$ cat src/fsq_pkg.sv
package fsq_pkg;
  // register word offsets on the plain register port (byte address = index * 4)
  localparam logic [7:0] FSQ_REG_CTRL     = 8'h00;  // seek control / start
  localparam logic [7:0] FSQ_REG_BAND_LO  = 8'h04;  // lower band edge, channel index
  localparam logic [7:0] FSQ_REG_BAND_HI  = 8'h08;  // upper band edge, channel index
  localparam logic [7:0] FSQ_REG_CHAN     = 8'h0c;  // current / start channel
  localparam logic [7:0] FSQ_REG_RSSI_TH  = 8'h10;  // strength threshold
  localparam logic [7:0] FSQ_REG_SNR_TH   = 8'h14;  // snr threshold
  localparam logic [7:0] FSQ_REG_OFS_TH   = 8'h18;  // offset magnitude limit
  localparam logic [7:0] FSQ_REG_RSSI_QT  = 8'h1c;  // strength qualification time
  localparam logic [7:0] FSQ_REG_SNR_QT   = 8'h20;  // snr qualification time
  localparam logic [7:0] FSQ_REG_STATUS   = 8'h24;  // busy, result flags
  localparam logic [7:0] FSQ_REG_METRICS  = 8'h28;  // live rssi/snr/ofs
  localparam logic [7:0] FSQ_REG_IRQ_STAT = 8'h2c;  // sticky events, write one to clear
  localparam logic [7:0] FSQ_REG_IRQ_MASK = 8'h30;  // interrupt enable mask

  // control register fields
  localparam int FSQ_CTRL_START = 0;  // write one: band_search_begin_cmd
  localparam int FSQ_CTRL_UP    = 1;  // direction, one = upward
  localparam int FSQ_CTRL_WRAP  = 2;  // wrap at band edge
  localparam int FSQ_CTRL_DDET  = 3;  // fast digital detect engaged
  localparam int FSQ_CTRL_OFSEN = 4;  // offset check engaged
  localparam int FSQ_CTRL_TUNE  = 5;  // write one: qualify current channel only

  // interrupt status fields
  localparam int FSQ_IRQ_DONE  = 0;
  localparam int FSQ_IRQ_FOUND = 1;
  localparam int FSQ_IRQ_NW    = 2;

  localparam int FSQ_CHW = 10;  // channel index width
  localparam int FSQ_MW  = 8;   // metric width
  localparam int FSQ_QTW = 12;  // qualification time, in tick units

  // settle time after each retune before metrics are looked at
  localparam int FSQ_SETTLE_US  = 1;
  localparam int FSQ_CLK_MHZ    = 100;
  localparam int FSQ_SETTLE_CYC = FSQ_SETTLE_US * FSQ_CLK_MHZ;
  // qualification time unit: one tick per microsecond
  localparam int FSQ_TICK_CYC   = FSQ_CLK_MHZ;

  localparam logic [FSQ_CHW-1:0] FSQ_BAND_LO_RST = 10'h000;
  localparam logic [FSQ_CHW-1:0] FSQ_BAND_HI_RST = 10'h0cc;
  localparam logic [FSQ_MW-1:0]  FSQ_RSSI_TH_RST = 8'h14;
  localparam logic [FSQ_MW-1:0]  FSQ_SNR_TH_RST  = 8'h0a;
  localparam logic [FSQ_MW-1:0]  FSQ_OFS_TH_RST  = 8'h0a;
  localparam logic [FSQ_QTW-1:0] FSQ_QT_RST      = 12'h00a;

  typedef enum logic [2:0] {
    FSQ_IDLE   = 3'b000,
    FSQ_STEP   = 3'b001,
    FSQ_SETTLE = 3'b011,
    FSQ_RSSI   = 3'b111,
    FSQ_SNR    = 3'b110,
    FSQ_DONE   = 3'b100
  } fsq_state_e;
endpackage : fsq_pkg

$ cat src/fsq_tick_if.sv
`timescale 1ns/1ps
// tick divider signals shared between the seek core and its divider
interface fsq_tick_if;
  logic clr;   // restart the divider phase
  logic tick;  // one-cycle pulse per qualification unit
  modport ctl (output clr, input tick);
  modport div (input clr, output tick);
endinterface : fsq_tick_if

$ cat src/fsq_tick_div.sv
`timescale 1ns/1ps
// divides the core clock into a qualification-time tick
module fsq_tick_div
  import fsq_pkg::*;
(
  input  wire logic sys_clk_in,
  input  wire logic rst_n_in,
  fsq_tick_if.div   tk
);
  typedef struct packed {
    logic [7:0] cnt;
    logic       tick;
  } fsq_div_s;

  fsq_div_s cur_ff;
  fsq_div_s nxt_ff;

  // restart on clear so each check times a whole unit from its start
  always_comb
  begin
    nxt_ff = cur_ff;
    nxt_ff.tick = 1'b0;
    if (tk.clr || cur_ff.cnt == 8'(FSQ_TICK_CYC - 1))
    begin
      nxt_ff.cnt = 8'h00;
      nxt_ff.tick = !tk.clr;
    end
    else
    begin
      nxt_ff.cnt = cur_ff.cnt + 8'h01;
    end
  end

  always_ff @(posedge sys_clk_in)
  begin
    if (!rst_n_in)
      cur_ff <= '0;
    else
      cur_ff <= nxt_ff;
  end

  assign tk.tick = cur_ff.tick;
endmodule : fsq_tick_div

$ cat src/fsq_seek.sv
`timescale 1ns/1ps
module fsq_seek
  import fsq_pkg::*;
(
  input  wire logic                 sys_clk_in,
  input  wire logic                 rst_n_in,
  input  wire logic [7:0]           addr_in,
  input  wire logic [31:0]          wdata_in,
  input  wire logic                 wr_in,
  input  wire logic                 rd_in,
  output logic      [31:0]          rdata_out,
  input  wire logic [fsq_pkg::FSQ_MW-1:0] rssi_in,
  input  wire logic [fsq_pkg::FSQ_MW-1:0] snr_in,
  input  wire logic signed [fsq_pkg::FSQ_MW-1:0] ofs_in,
  input  wire logic                 ddet_in,
  input  wire logic                 guide_present_in,
  output logic [fsq_pkg::FSQ_CHW-1:0] tune_chan_out,
  output logic                      tune_req_out,
  output logic                      irq_out
);
  // whole block state; one copy computed, one copy registered
  typedef struct packed {
    fsq_state_e          st;
    logic                up;
    logic                wrap;
    logic                ddet_en;
    logic                ofs_en;
    logic                tune_only;
    logic [FSQ_CHW-1:0]  band_lo;
    logic [FSQ_CHW-1:0]  band_hi;
    logic [FSQ_CHW-1:0]  chan;
    logic [FSQ_CHW-1:0]  start;
    logic [FSQ_MW-1:0]   rssi_th;
    logic [FSQ_MW-1:0]   snr_th;
    logic [FSQ_MW-1:0]   ofs_th;
    logic [FSQ_QTW-1:0]  rssi_qt;
    logic [FSQ_QTW-1:0]  snr_qt;
    logic [FSQ_QTW-1:0]  qcnt;
    logic [7:0]          settle;
    logic                found;
    logic                ddet_seen;
    logic                guide_seen;
    logic [FSQ_MW-1:0]   m_rssi;
    logic [FSQ_MW-1:0]   m_snr;
    logic [FSQ_MW-1:0]   m_ofs;
    logic [2:0]          irq_stat;
    logic [2:0]          irq_mask;
    logic [31:0]         rdata;
    logic                tune_req;
    logic                irq;
  } fsq_state_s;

  fsq_state_s  cur_ff;
  fsq_state_s  nxt_ff;
  fsq_tick_if  tk ();
  // divider restart request from the sequencer
  logic        tk_clr;

  // qualification tick; cleared at each check start so windows are whole units
  fsq_tick_div u_div (
    .sys_clk_in (sys_clk_in),
    .rst_n_in   (rst_n_in),
    .tk         (tk)
  );

  // the core drives the clear through the shared interface
  assign tk.clr = tk_clr;

  // magnitude of the most negative offset still fits unsigned
  logic [FSQ_MW-1:0] ofs_mag;
  logic              rssi_ok;
  logic              snr_ok;
  logic              at_stop;
  logic [FSQ_CHW-1:0] next_chan;
  // events raised this cycle, in interrupt status layout
  logic [2:0]        ev;

  // metric inputs are taken as already synchronous to the core clock
  // metric comparisons against programmed limits
  always_comb
  begin
    ofs_mag = ofs_in[FSQ_MW-1] ? FSQ_MW'(-ofs_in) : ofs_in;
    rssi_ok = rssi_in >= cur_ff.rssi_th;
    snr_ok  = (snr_in >= cur_ff.snr_th)
            && (!cur_ff.ofs_en || ofs_mag <= cur_ff.ofs_th)
            && (!cur_ff.ddet_en || ddet_in);
  end

  // next candidate and stop frequency detection
  always_comb
  begin
    next_chan = cur_ff.chan;
    at_stop   = 1'b0;
    if (cur_ff.up)
    begin
      // upward: the top edge rolls over to the bottom edge
      if (cur_ff.chan >= cur_ff.band_hi)
      begin
        next_chan = cur_ff.band_lo;
        at_stop   = !cur_ff.wrap;
      end
      else
        next_chan = cur_ff.chan + 10'h001;
    end
    else
    begin
      // downward mirrors the upward case
      if (cur_ff.chan <= cur_ff.band_lo)
      begin
        next_chan = cur_ff.band_hi;
        at_stop   = !cur_ff.wrap;
      end
      else
        next_chan = cur_ff.chan - 10'h001;
    end
    // wrapping ends before the step that would return to the departure channel
    if (cur_ff.wrap && next_chan == cur_ff.start)
      at_stop = 1'b1;
  end

  // main seek sequencer and register file
  always_comb
  begin
    nxt_ff = cur_ff;
    nxt_ff.tune_req = 1'b0;
    ev = 3'h0;
    tk_clr = 1'b0;
    case (cur_ff.st)
      FSQ_IDLE:
      begin
        // waits for a start or tune write below
      end
      FSQ_SETTLE:
      begin
        // metrics are meaningless until the synthesizer settles
        if (cur_ff.settle == 8'(FSQ_SETTLE_CYC - 1))
        begin
          nxt_ff.st = FSQ_RSSI;
          nxt_ff.qcnt = '0;
          tk_clr = 1'b1;
        end
        else
          nxt_ff.settle = cur_ff.settle + 8'h01;
      end
      FSQ_RSSI:
      begin
        // strength screens every candidate first
        if (!rssi_ok)
          nxt_ff.st = FSQ_STEP;
        else if (tk.tick)
        begin
          // a zero time still waits one whole tick
          if (cur_ff.qcnt + 12'h001 >= cur_ff.rssi_qt)
          begin
            nxt_ff.st = FSQ_SNR;
            nxt_ff.qcnt = '0;
            tk_clr = 1'b1;
          end
          else
            nxt_ff.qcnt = cur_ff.qcnt + 12'h001;
        end
      end
      FSQ_SNR:
      begin
        // snr and offset only on strength-qualified candidates
        // strength must also hold through the snr window
        if (!snr_ok || !rssi_ok)
          nxt_ff.st = FSQ_STEP;
        else if (tk.tick)
        begin
          if (cur_ff.qcnt + 12'h001 >= cur_ff.snr_qt)
          begin
            nxt_ff.st = FSQ_DONE;
            nxt_ff.found = 1'b1;
            nxt_ff.ddet_seen = cur_ff.ddet_en && ddet_in;
            nxt_ff.guide_seen = cur_ff.ddet_en && ddet_in && guide_present_in;
          end
          else
            nxt_ff.qcnt = cur_ff.qcnt + 12'h001;
        end
      end
      FSQ_STEP:
      begin
        // a tune qualifies one channel only; a seek moves on
        if (cur_ff.tune_only || at_stop)
          nxt_ff.st = FSQ_DONE;
        else
        begin
          nxt_ff.chan = next_chan;
          nxt_ff.tune_req = 1'b1;
          nxt_ff.settle = '0;
          nxt_ff.st = FSQ_SETTLE;
        end
      end
      FSQ_DONE:
      begin
        // one cycle here, so each finish raises each event once
        ev[FSQ_IRQ_DONE] = 1'b1;
        ev[FSQ_IRQ_FOUND] = cur_ff.found;
        ev[FSQ_IRQ_NW] = !cur_ff.found;
        nxt_ff.st = FSQ_IDLE;
      end
      default:
        nxt_ff.st = FSQ_IDLE;
    endcase

    // live metrics, refreshed every cycle while qualifying
    // held afterwards so software still sees the last candidate
    if (cur_ff.st == FSQ_RSSI || cur_ff.st == FSQ_SNR)
    begin
      nxt_ff.m_rssi = rssi_in;
      nxt_ff.m_snr = snr_in;
      nxt_ff.m_ofs = ofs_in;
    end

    // register writes; a start while busy is ignored
    if (wr_in)
    begin
      case (addr_in)
        FSQ_REG_CTRL:
        begin
          // mode bits follow every write; only an idle sequencer takes a start
          nxt_ff.up = wdata_in[FSQ_CTRL_UP];
          nxt_ff.wrap = wdata_in[FSQ_CTRL_WRAP];
          nxt_ff.ddet_en = wdata_in[FSQ_CTRL_DDET];
          nxt_ff.ofs_en = wdata_in[FSQ_CTRL_OFSEN];
          if (cur_ff.st == FSQ_IDLE
              && (wdata_in[FSQ_CTRL_START] || wdata_in[FSQ_CTRL_TUNE]))
          begin
            nxt_ff.tune_only = wdata_in[FSQ_CTRL_TUNE] && !wdata_in[FSQ_CTRL_START];
            nxt_ff.start = cur_ff.chan;
            nxt_ff.found = 1'b0;
            nxt_ff.ddet_seen = 1'b0;
            nxt_ff.guide_seen = 1'b0;
            nxt_ff.settle = '0;
            nxt_ff.tune_req = 1'b1;
            nxt_ff.st = FSQ_SETTLE;
            // a seek begins one step away from the departure channel
            // and retunes only there, so the departure channel is not retried
            if (wdata_in[FSQ_CTRL_START])
            begin
              nxt_ff.tune_req = 1'b0;
              nxt_ff.st = FSQ_STEP;
            end
          end
        end
        FSQ_REG_BAND_LO: nxt_ff.band_lo = wdata_in[FSQ_CHW-1:0];
        FSQ_REG_BAND_HI: nxt_ff.band_hi = wdata_in[FSQ_CHW-1:0];
        FSQ_REG_CHAN:
        begin
          // retuning under a running seek would corrupt the stop test
          if (cur_ff.st == FSQ_IDLE)
            nxt_ff.chan = wdata_in[FSQ_CHW-1:0];
        end
        FSQ_REG_RSSI_TH: nxt_ff.rssi_th = wdata_in[FSQ_MW-1:0];
        FSQ_REG_SNR_TH:  nxt_ff.snr_th = wdata_in[FSQ_MW-1:0];
        FSQ_REG_OFS_TH:  nxt_ff.ofs_th = wdata_in[FSQ_MW-1:0];
        FSQ_REG_RSSI_QT: nxt_ff.rssi_qt = wdata_in[FSQ_QTW-1:0];
        FSQ_REG_SNR_QT:  nxt_ff.snr_qt = wdata_in[FSQ_QTW-1:0];
        FSQ_REG_IRQ_MASK: nxt_ff.irq_mask = wdata_in[2:0];
        default:
        begin
        end
      endcase
    end

    // write one clears, but a same-cycle event wins
    // interrupt follows the next-state copy, so it rises with the status bit
    if (wr_in && addr_in == FSQ_REG_IRQ_STAT)
      nxt_ff.irq_stat = cur_ff.irq_stat & ~wdata_in[2:0];
    nxt_ff.irq_stat = nxt_ff.irq_stat | ev;
    nxt_ff.irq = |(nxt_ff.irq_stat & nxt_ff.irq_mask);

    // read data valid only the cycle after the strobe
    // state field lets software watch the sequencer step
    nxt_ff.rdata = '0;
    if (rd_in)
    begin
      case (addr_in)
        FSQ_REG_CTRL:     nxt_ff.rdata = {26'h0, cur_ff.tune_only, cur_ff.ofs_en,
                                          cur_ff.ddet_en, cur_ff.wrap, cur_ff.up, 1'b0};
        FSQ_REG_BAND_LO:  nxt_ff.rdata = {22'h0, cur_ff.band_lo};
        FSQ_REG_BAND_HI:  nxt_ff.rdata = {22'h0, cur_ff.band_hi};
        FSQ_REG_CHAN:     nxt_ff.rdata = {22'h0, cur_ff.chan};
        FSQ_REG_RSSI_TH:  nxt_ff.rdata = {24'h0, cur_ff.rssi_th};
        FSQ_REG_SNR_TH:   nxt_ff.rdata = {24'h0, cur_ff.snr_th};
        FSQ_REG_OFS_TH:   nxt_ff.rdata = {24'h0, cur_ff.ofs_th};
        FSQ_REG_RSSI_QT:  nxt_ff.rdata = {20'h0, cur_ff.rssi_qt};
        FSQ_REG_SNR_QT:   nxt_ff.rdata = {20'h0, cur_ff.snr_qt};
        FSQ_REG_STATUS:   nxt_ff.rdata = {25'h0, cur_ff.st, cur_ff.guide_seen,
                                          cur_ff.ddet_seen, cur_ff.found,
                                          cur_ff.st != FSQ_IDLE};
        FSQ_REG_METRICS:  nxt_ff.rdata = {8'h0, cur_ff.m_ofs, cur_ff.m_snr, cur_ff.m_rssi};
        FSQ_REG_IRQ_STAT: nxt_ff.rdata = {29'h0, cur_ff.irq_stat};
        FSQ_REG_IRQ_MASK: nxt_ff.rdata = {29'h0, cur_ff.irq_mask};
        default:          nxt_ff.rdata = '0;
      endcase
    end
  end

  // single state register; sync reset to defined defaults
  // thresholds and times come up usable so a bare start works
  always_ff @(posedge sys_clk_in)
  begin
    if (!rst_n_in)
    begin
      cur_ff <= '0;
      cur_ff.st <= FSQ_IDLE;
      cur_ff.up <= 1'b1;
      cur_ff.band_lo <= FSQ_BAND_LO_RST;
      cur_ff.band_hi <= FSQ_BAND_HI_RST;
      cur_ff.chan <= FSQ_BAND_LO_RST;
      cur_ff.rssi_th <= FSQ_RSSI_TH_RST;
      cur_ff.snr_th <= FSQ_SNR_TH_RST;
      cur_ff.ofs_th <= FSQ_OFS_TH_RST;
      cur_ff.rssi_qt <= FSQ_QT_RST;
      cur_ff.snr_qt <= FSQ_QT_RST;
    end
    else
      cur_ff <= nxt_ff;
  end

  // every output comes straight from the state register
  assign rdata_out = cur_ff.rdata;
  assign tune_chan_out = cur_ff.chan;
  assign tune_req_out = cur_ff.tune_req;
  assign irq_out = cur_ff.irq;
endmodule : fsq_seek

$ cat config.mk
export PLATFORM = sky130hd
export DESIGN_NAME = fsq_seek
export DESIGN_NICKNAME = d
export VERILOG_FILES = /design/src/fsq_pkg.sv /design/src/fsq_tick_if.sv /design/src/fsq_tick_div.sv /design/src/fsq_seek.sv
export SDC_FILE = /design/constraint.sdc
export NUM_CORES = 1
export LEC_CHECK = 0
export ABC_AREA = 1
export BUFFER_PORTS_ARGS = -buffer_cell sky130_fd_sc_hd__buf_2
export CORE_MARGIN = 1
export CORE_UTILIZATION = 40
export DETAILED_ROUTE_END_ITERATION = 7
export PLACE_DENSITY = 0.67
export SLEW_MARGIN = 20
export SYNTH_ARGS = -nofsm -noshare
export SYNTH_HDL_FRONTEND = slang
export SYNTH_HIERARCHICAL = 1
export SYNTH_SLANG_ARGS = --single-unit
$ cat constraint.sdc
create_clock -name sys_clk_in -period 5.9 [get_ports sys_clk_in]
set_clock_uncertainty 0.2 [all_clocks]
set_input_delay 1.77 -clock sys_clk_in [delete_from_list [all_inputs] [get_ports sys_clk_in]]
set_output_delay 1.77 -clock sys_clk_in [all_outputs]
set_load 0.05 [all_outputs]
---- Word-level counts from Yosys, hierarchy flattened ----
Index checks and enable logic that the tools add are counted.
storage, ports and cells
  word-level logic and storage cells ...... 184
  output and inout bits ................... 44
  input port bits ......................... 70
  flip-flop bits (word level) ............. 192
cells by class
  reductions and logical operators ........ 41
  bitwise gates (word level) .............. 5
  magnitude comparators ................... 7
  add/sub/neg operators ................... 6
  equality and inequality tests ........... 26
  muxes and demuxes ....................... 69
operators with widths
  cell                                                             number
  24-bit case mux with 13 select lines                             1
  10-bit 2-to-1 mux                                                11
  12-bit 2-to-1 mux                                                9
  96-bit 2-to-1 mux                                                1
  8-bit 2-to-1 mux                                                 7
  3-bit 2-to-1 mux                                                 17
  8-bit by 6-bit == test with 1-bit output, second input constant  5
  12-bit case mux with 3 select lines                              1
  11-bit 2-to-1 mux                                                3
  8-bit by 5-bit == test with 1-bit output, second input constant  4
  12-bit greater-or-equal comparator                               2
  2-bit AND reduction                                              10
  8-bit by 1-bit adder with 8-bit output, second input constant    2
  8-bit by 4-bit == test with 1-bit output, second input constant  2
  8-bit by 7-bit == test with 1-bit output, second input constant  2
  8-bit greater-or-equal comparator                                2
  8-bit case mux with 2 select lines                               1
  1-bit 2-to-1 mux                                                 15
  3-bit case mux with 5 select lines                               1
  12-bit by 1-bit adder with 12-bit output, second input constant  1
  10-bit by 1-bit adder with 10-bit output, second input constant  1
  10-bit == test                                                   1
  10-bit greater-or-equal comparator                               1
  10-bit less-or-equal comparator                                  1
  25 further kinds                                                 53

---- Logic depth before layout (Yosys ltp) ----
  word-level depth ........................ 13
  depth in mapped cells ................... 27
  gate-level depth less buffers ........... 25

---- Cells and area by module ----
The synthesis kept the hierarchy.
modules (own cells, without submodules)
  module        instances  area an instance (um2)  seq. area each (um2)  cells an instance
  fsq_seek      1          10,498.8                3,503.4               1,505
  fsq_tick_div  1          420.4                   180.2                 56

---- Least setup slack after synthesis ----
Ideal clock, no wire load.
  path kind ............................... input -> register
  from .................................... input ofs_in[0] (netlist name)
  to ...................................... register cur_ff[84] (netlist name)
  data arrival time ....................... 4.037 ns
  buffers on the path ..................... 1
  library setup time ...................... 0.071 ns
  stages .................................. 19
  setup slack ............................. 1.592 ns
  data required time ...................... 5.629 ns
  cells stage by stage .................... inv_1 > ha_1 > inv_1 > nor2_1 > inv_1 > o41ai_1 > xnor2_1 > ha_1 > nand2_1 > inv_1 > nand3_1 > o311ai_0 > nand4_1 > nand2_1 > nand3_1 > inv_1 > buf_2 > nand3_1 > a21oi_1
between the ends
  longest elaborated chain between the ends .. 10
RTL lines
  item                                      RTL line         RTL
  from (decl)                               fsq_seek.sv:14   input wire logic signed [fsq_pkg::FSQ_MW-1:0] ofs_in,
  8-bit negator                             fsq_seek.sv:82   ofs_mag = ofs_in[FSQ_MW-1] ? FSQ_MW'(-ofs_in) : ofs_in;
  8-bit 2-to-1 mux *                        fsq_seek.sv:82
  8-bit less-or-equal comparator *          fsq_seek.sv:85   && (!cur_ff.ofs_en || ofs_mag <= cur_ff.ofs_th)
  1-bit logical OR *                        fsq_seek.sv:85
  1-bit logical AND *                       fsq_seek.sv:85
  1-bit logical AND *                       fsq_seek.sv:86   && (!cur_ff.ddet_en || ddet_in);
  1-bit zero test *                         fsq_seek.sv:167  if (!snr_ok || !rssi_ok)
  1-bit logical OR *                        fsq_seek.sv:167
  2-bit inequality test (no source line) *  -
  7-bit AND reduction (no source line) *    -
  to (signal assigned)                      fsq_seek.sv:320  cur_ff <= nxt_ff;
  to (decl)                                 fsq_seek.sv:53   fsq_state_s cur_ff;
Mark *: on every way between the ends. The rest lies on a longest branch, timed or not.
A chain may end at the register's enable or synchronous reset.

---- Worst setup path in the final report ----
  from .................................... input ofs_in[0] (netlist name)
  to ...................................... register cur_ff[85] (netlist name)
The elaborated chain is that of the path after synthesis.

==> summary.txt <==
Run status
  • Status: finished, final reports clean

Worst setup path
  • Critical path startpoint category: primary input
  • Crit Path Category: primary input to register
  • WP data required: 6.07 ns
  • Slowest stage cell, crit path: o311ai_0
  • Worst path depth: 19
  • Arrival time worst endpoint: 4.93 ns
  • Top cell by count, worst path: inv_1
  • CP max stage delay: 0.47 ns
  • Critical path capture point type: register
  • CP Cell Sequence: buf_2, inv_1, ha_1, inv_1, nor2_1, inv_1, o41ai_1, xnor2_1, ha_1, nand2_1, inv_1, nand3_1, o311ai_0, nand4_1, nand2_1, nand3_1, inv_1, nand3_1, a21oi_1
  • Worst Reg2Reg Path Length in Cells: 14
  • Buf/Inv on CP: 6
  • CP top delay family: compound AO/OA/AOI/OAI gates
  • Crit Path Max Fanout: 13

Die
  • Total core area: 26880 um^2
  • Chip height: 167.2 um
  • Initial Utilization: 0.4063
  • Die extent in x: 167.2 um
  • # rows: 60
  • IO Pins: 114
  • DIE AREA: 27960 um^2

Yosys
  • XOR/XNOR share of the synthesized area: 0.01845
  • Synth Area in Compound Gates: 0.1935
  • Synth Area in Simple Gates: 0.2195
  • Mapped cell area: 10920 um^2
  • Largest family of logic cells by synthesized area: simple AND/OR/NAND/NOR gates
  • Mux cell area share after synthesis: 0.001948
  • Seq cells post-synth: 184
  • Synth async-reset ratio: 0
  • Syn avg cell area: 6.995 um^2
  • Yosys warns: 6
  • Seq/Total Area, Yosys: 0.3373
  • Gate Count Post-Synth: 1561
  • EDFF count, synth: 0
  • Synth cell types: 52
  • Post-Synth Adder-Cell Area: 0.08479
  • Top FF cell, synth: dfxtp_1

CTS
  • Clock Pin Slew Worst Setup and Hold Paths: 0.08 ns
  • Post-CTS Resized: 0
  • Htree depth: 4
  • CTS Root Buffer Type: clkbuf_16
  • Max Buffers Root-to-Sink: 2
  • TritonCTS Buffers: 17
  • CTS tree: built
  • Post-CTS Hold Buffers: 0
  • Clk_lat worst skew: 0.44 ns
  • Setup bufs post-CTS: 0
  • Clock Sinks: 184

Final layout
  • Layout filler cell count: 2754
  • Commonest cells after routing, fill and taps aside: 252 x inv_1, 250 x nand2_1, 184 x dfxtp_1, 151 x a21oi_1, 132 x o21ai_0
  • Commonest non-fill, non-tap cell in the layout: inv_1
  • Layout cell share with drive strength beyond 1: 0.1104
  • Final #Nets: 1734
  • Synthesis-to-layout area growth: 8.846%

Pwr
  • Combinational share of power: 0.061
  • Sw Ratio: 0.2663
  • Leakage: 5.403 nW
  • Overall Power: 0.002511 W
  • Power per cell area: 211.3 nW/um^2
  • Sw power: 0.0006689 W
  • Reg power frac: 0.497
  • Internal power: 0.001842 W
  • Clock Power Share: 0.443
  • Worst vdd ir: 0.2272 mV

Min path
  • Worst hold path cell count: 2
  • HP Class: register to register

Place
  • HPWL after DPL: 24.54 mm
  • PortBufs: 85
  • Pre-CTS setup slack: 0.7222 ns
  • Placer Congestion: 0.9515

STA
  • Final Max Tran Viols: 0
  • Tmin final: 4.755 ns
  • Slew @ Worst Pin: 1.125 ns
  • Max Freq: 0.2103 GHz
  • RSZ-0062 raised after global routing: false
  • Setup ws final: 1.145 ns
  • Setup violations, final: 0
  • Final Hold Fails: 0
  • Total negative setup slack: 0 ns
  • Final Hold Slack: 0.2471 ns
  • Fin crit share: 0.8059
  • Max-slew headroom: 0.2501

Global route
  • Total grt overflow: 0
  • Gr usage total: 0.2382
  • Antenna violations before repair: 1
  • Vias in the first global route: 9692
  • Largest net degree at the start of global routing: 60
  • First-pass GRT wire length: 52.26 mm

Drt
  • Avg Vias per Cell: 5.420
  • Wire per inst: 17.04 um
  • Post-DRT Antenna Nets: 0
  • Drt total wl: 33.15 mm
  • DR iter-0 viols: 860
  • Residual DRC count: 0
  • DRT Pass-1 Iters: 8
  • Detailed-route via count: 10541

Run
  • Max_cap viols: 0
==> cell usage after synthesis, types with 3 or more instances <==
cell,n,area (um^2)
xor2_1,16,140.1
o21ai_1,4,20.02
a211oi_1,3,22.52
xnor2_1,7,61.31
nand4_1,21,131.4
nand2_1,250,938.4
o21ai_0,132,660.6
a21oi_2,6,52.55
nor2_1,103,386.6
buf_6,5,56.30
o22ai_1,30,187.7
inv_2,5,18.77
dfxtp_1,184,3684
nand3_2,6,60.06
a21oi_1,152,760.7
buf_2,6,30.03
nand2_2,8,50.05
nand3b_1,3,22.52
buf_4,47,352.8
nor3_1,24,120.1
o211ai_1,12,90.09
clkbuf_1,34,127.6
o41ai_1,5,43.79
or2_2,8,50.05
inv_1,252,945.9
o21bai_1,3,22.52
a221oi_1,13,113.9
nand3_1,103,515.5
clkinv_1,9,33.78
nand2_4,3,33.78
nor2_2,4,25.02
ha_1,74,925.9
==> final timing paths <==
check | start | to | slack [ns]
worst max register to register | tune_chan_out[0]$_SDFF_PN0_ | tune_chan_out[9]$_SDFF_PN0_ | 1.88
worst min register to register | cur_ff[47]$_SDFFE_PN0P_ | rdata_out[23]$_SDFF_PN0_ | 0.25
worst min-delay path | cur_ff[47]$_SDFFE_PN0P_ | rdata_out[23]$_SDFF_PN0_ | 0.25
worst max-delay path | ofs_in[0] | cur_ff[85]$_SDFFE_PN0P_ | 1.15
==> power groups by stage <==
| stage | clock network (W) | registers (W) | logic, W |
|---|---|---|---|
| finish | 0.00111 | 0.00125 | 0.000153 |
| global route | 0.00118 | 0.00125 | 0.000167 |
| CTS | 0.00112 | 0.00125 | 0.000150 |
| detailed placement | 0 | 0.00128 | 0.000149 |
| global placement | 0 | 0.00128 | 0.000146 |
| floorplan | 0 | 0.00128 | 0.0000957 |
==> per-layer routing <==
metal	wire length, um	global-route usage
met1	14910	0.3197
met2	14750	0.3722
met3	2549	0.05271
met4	939	0.09055
met5	0	0
==> stage by stage <==
stage / cell area [um^2] / util / instances
finish: 11890 / 0.4422 / 1945
global route: 11880 / 0.4421 / 1944
CTS: 11880 / 0.4421 / 1944
detailed placement: 11320 / 0.4213 / 1912
global placement: 11320 / 0.4211 / 1912
floorplan: 10950 / - / 1568
==> worst register-to-register path: stages, from the launching register on <==
cell and delay [ns]:
dfxtp_1 0.55, inv_1 0.33, ha_1 0.38, nand2_1 0.06
nand3_1 0.08, nand3_1 0.10, nand2_1 0.10, nor2_4 0.25
a21oi_1 0.11, a21oi_1 0.87, nand3_2 0.47, nand2_1 0.16
nand3_1 0.11, nand3_1 0.11, inv_1 0.04
==> flip-flops by register name (all words and copies together) (netlist names) <==
| name | cells |
|---|---|
| cur_ff | 139 |
| irq_out | 1 |
| rdata_out | 24 |
| tune_chan_out | 10 |
| tune_req_out | 1 |
| u_div/cur_ff | 8 |
| u_div/tk.tick | 1 |
==> kinds of logic after synthesis <==
family	Yosys count
flip-flops	184
other	1
adder cells (fa/ha/maj)	74
XOR/XNOR	23
AO/OA/AOI/OAI	377
buffers and inverters	360
multiplexers	2
AND/OR/NAND/NOR	540
==> final cells by class <==
| cell class | count | area, um^2 | share of cell area |
|---|---|---|---|
| diodes | 1 | 2.502 | 0.0002105 |
| clock buffers | 17 | 425.4 | 0.03579 |
| clock inverters | 15 | 135.1 | 0.01137 |
| inverters | 266 | 998.5 | 0.08401 |
| multi-input cells | 1024 | 5698 | 0.4794 |
| flip-flops and latches | 184 | 3684 | 0.3099 |
| well taps | 341 | 426.7 | 0.03590 |
| repair buffers | 97 | 515.5 | 0.04337 |
Note: power is estimated with default switching activity, not from simulation.
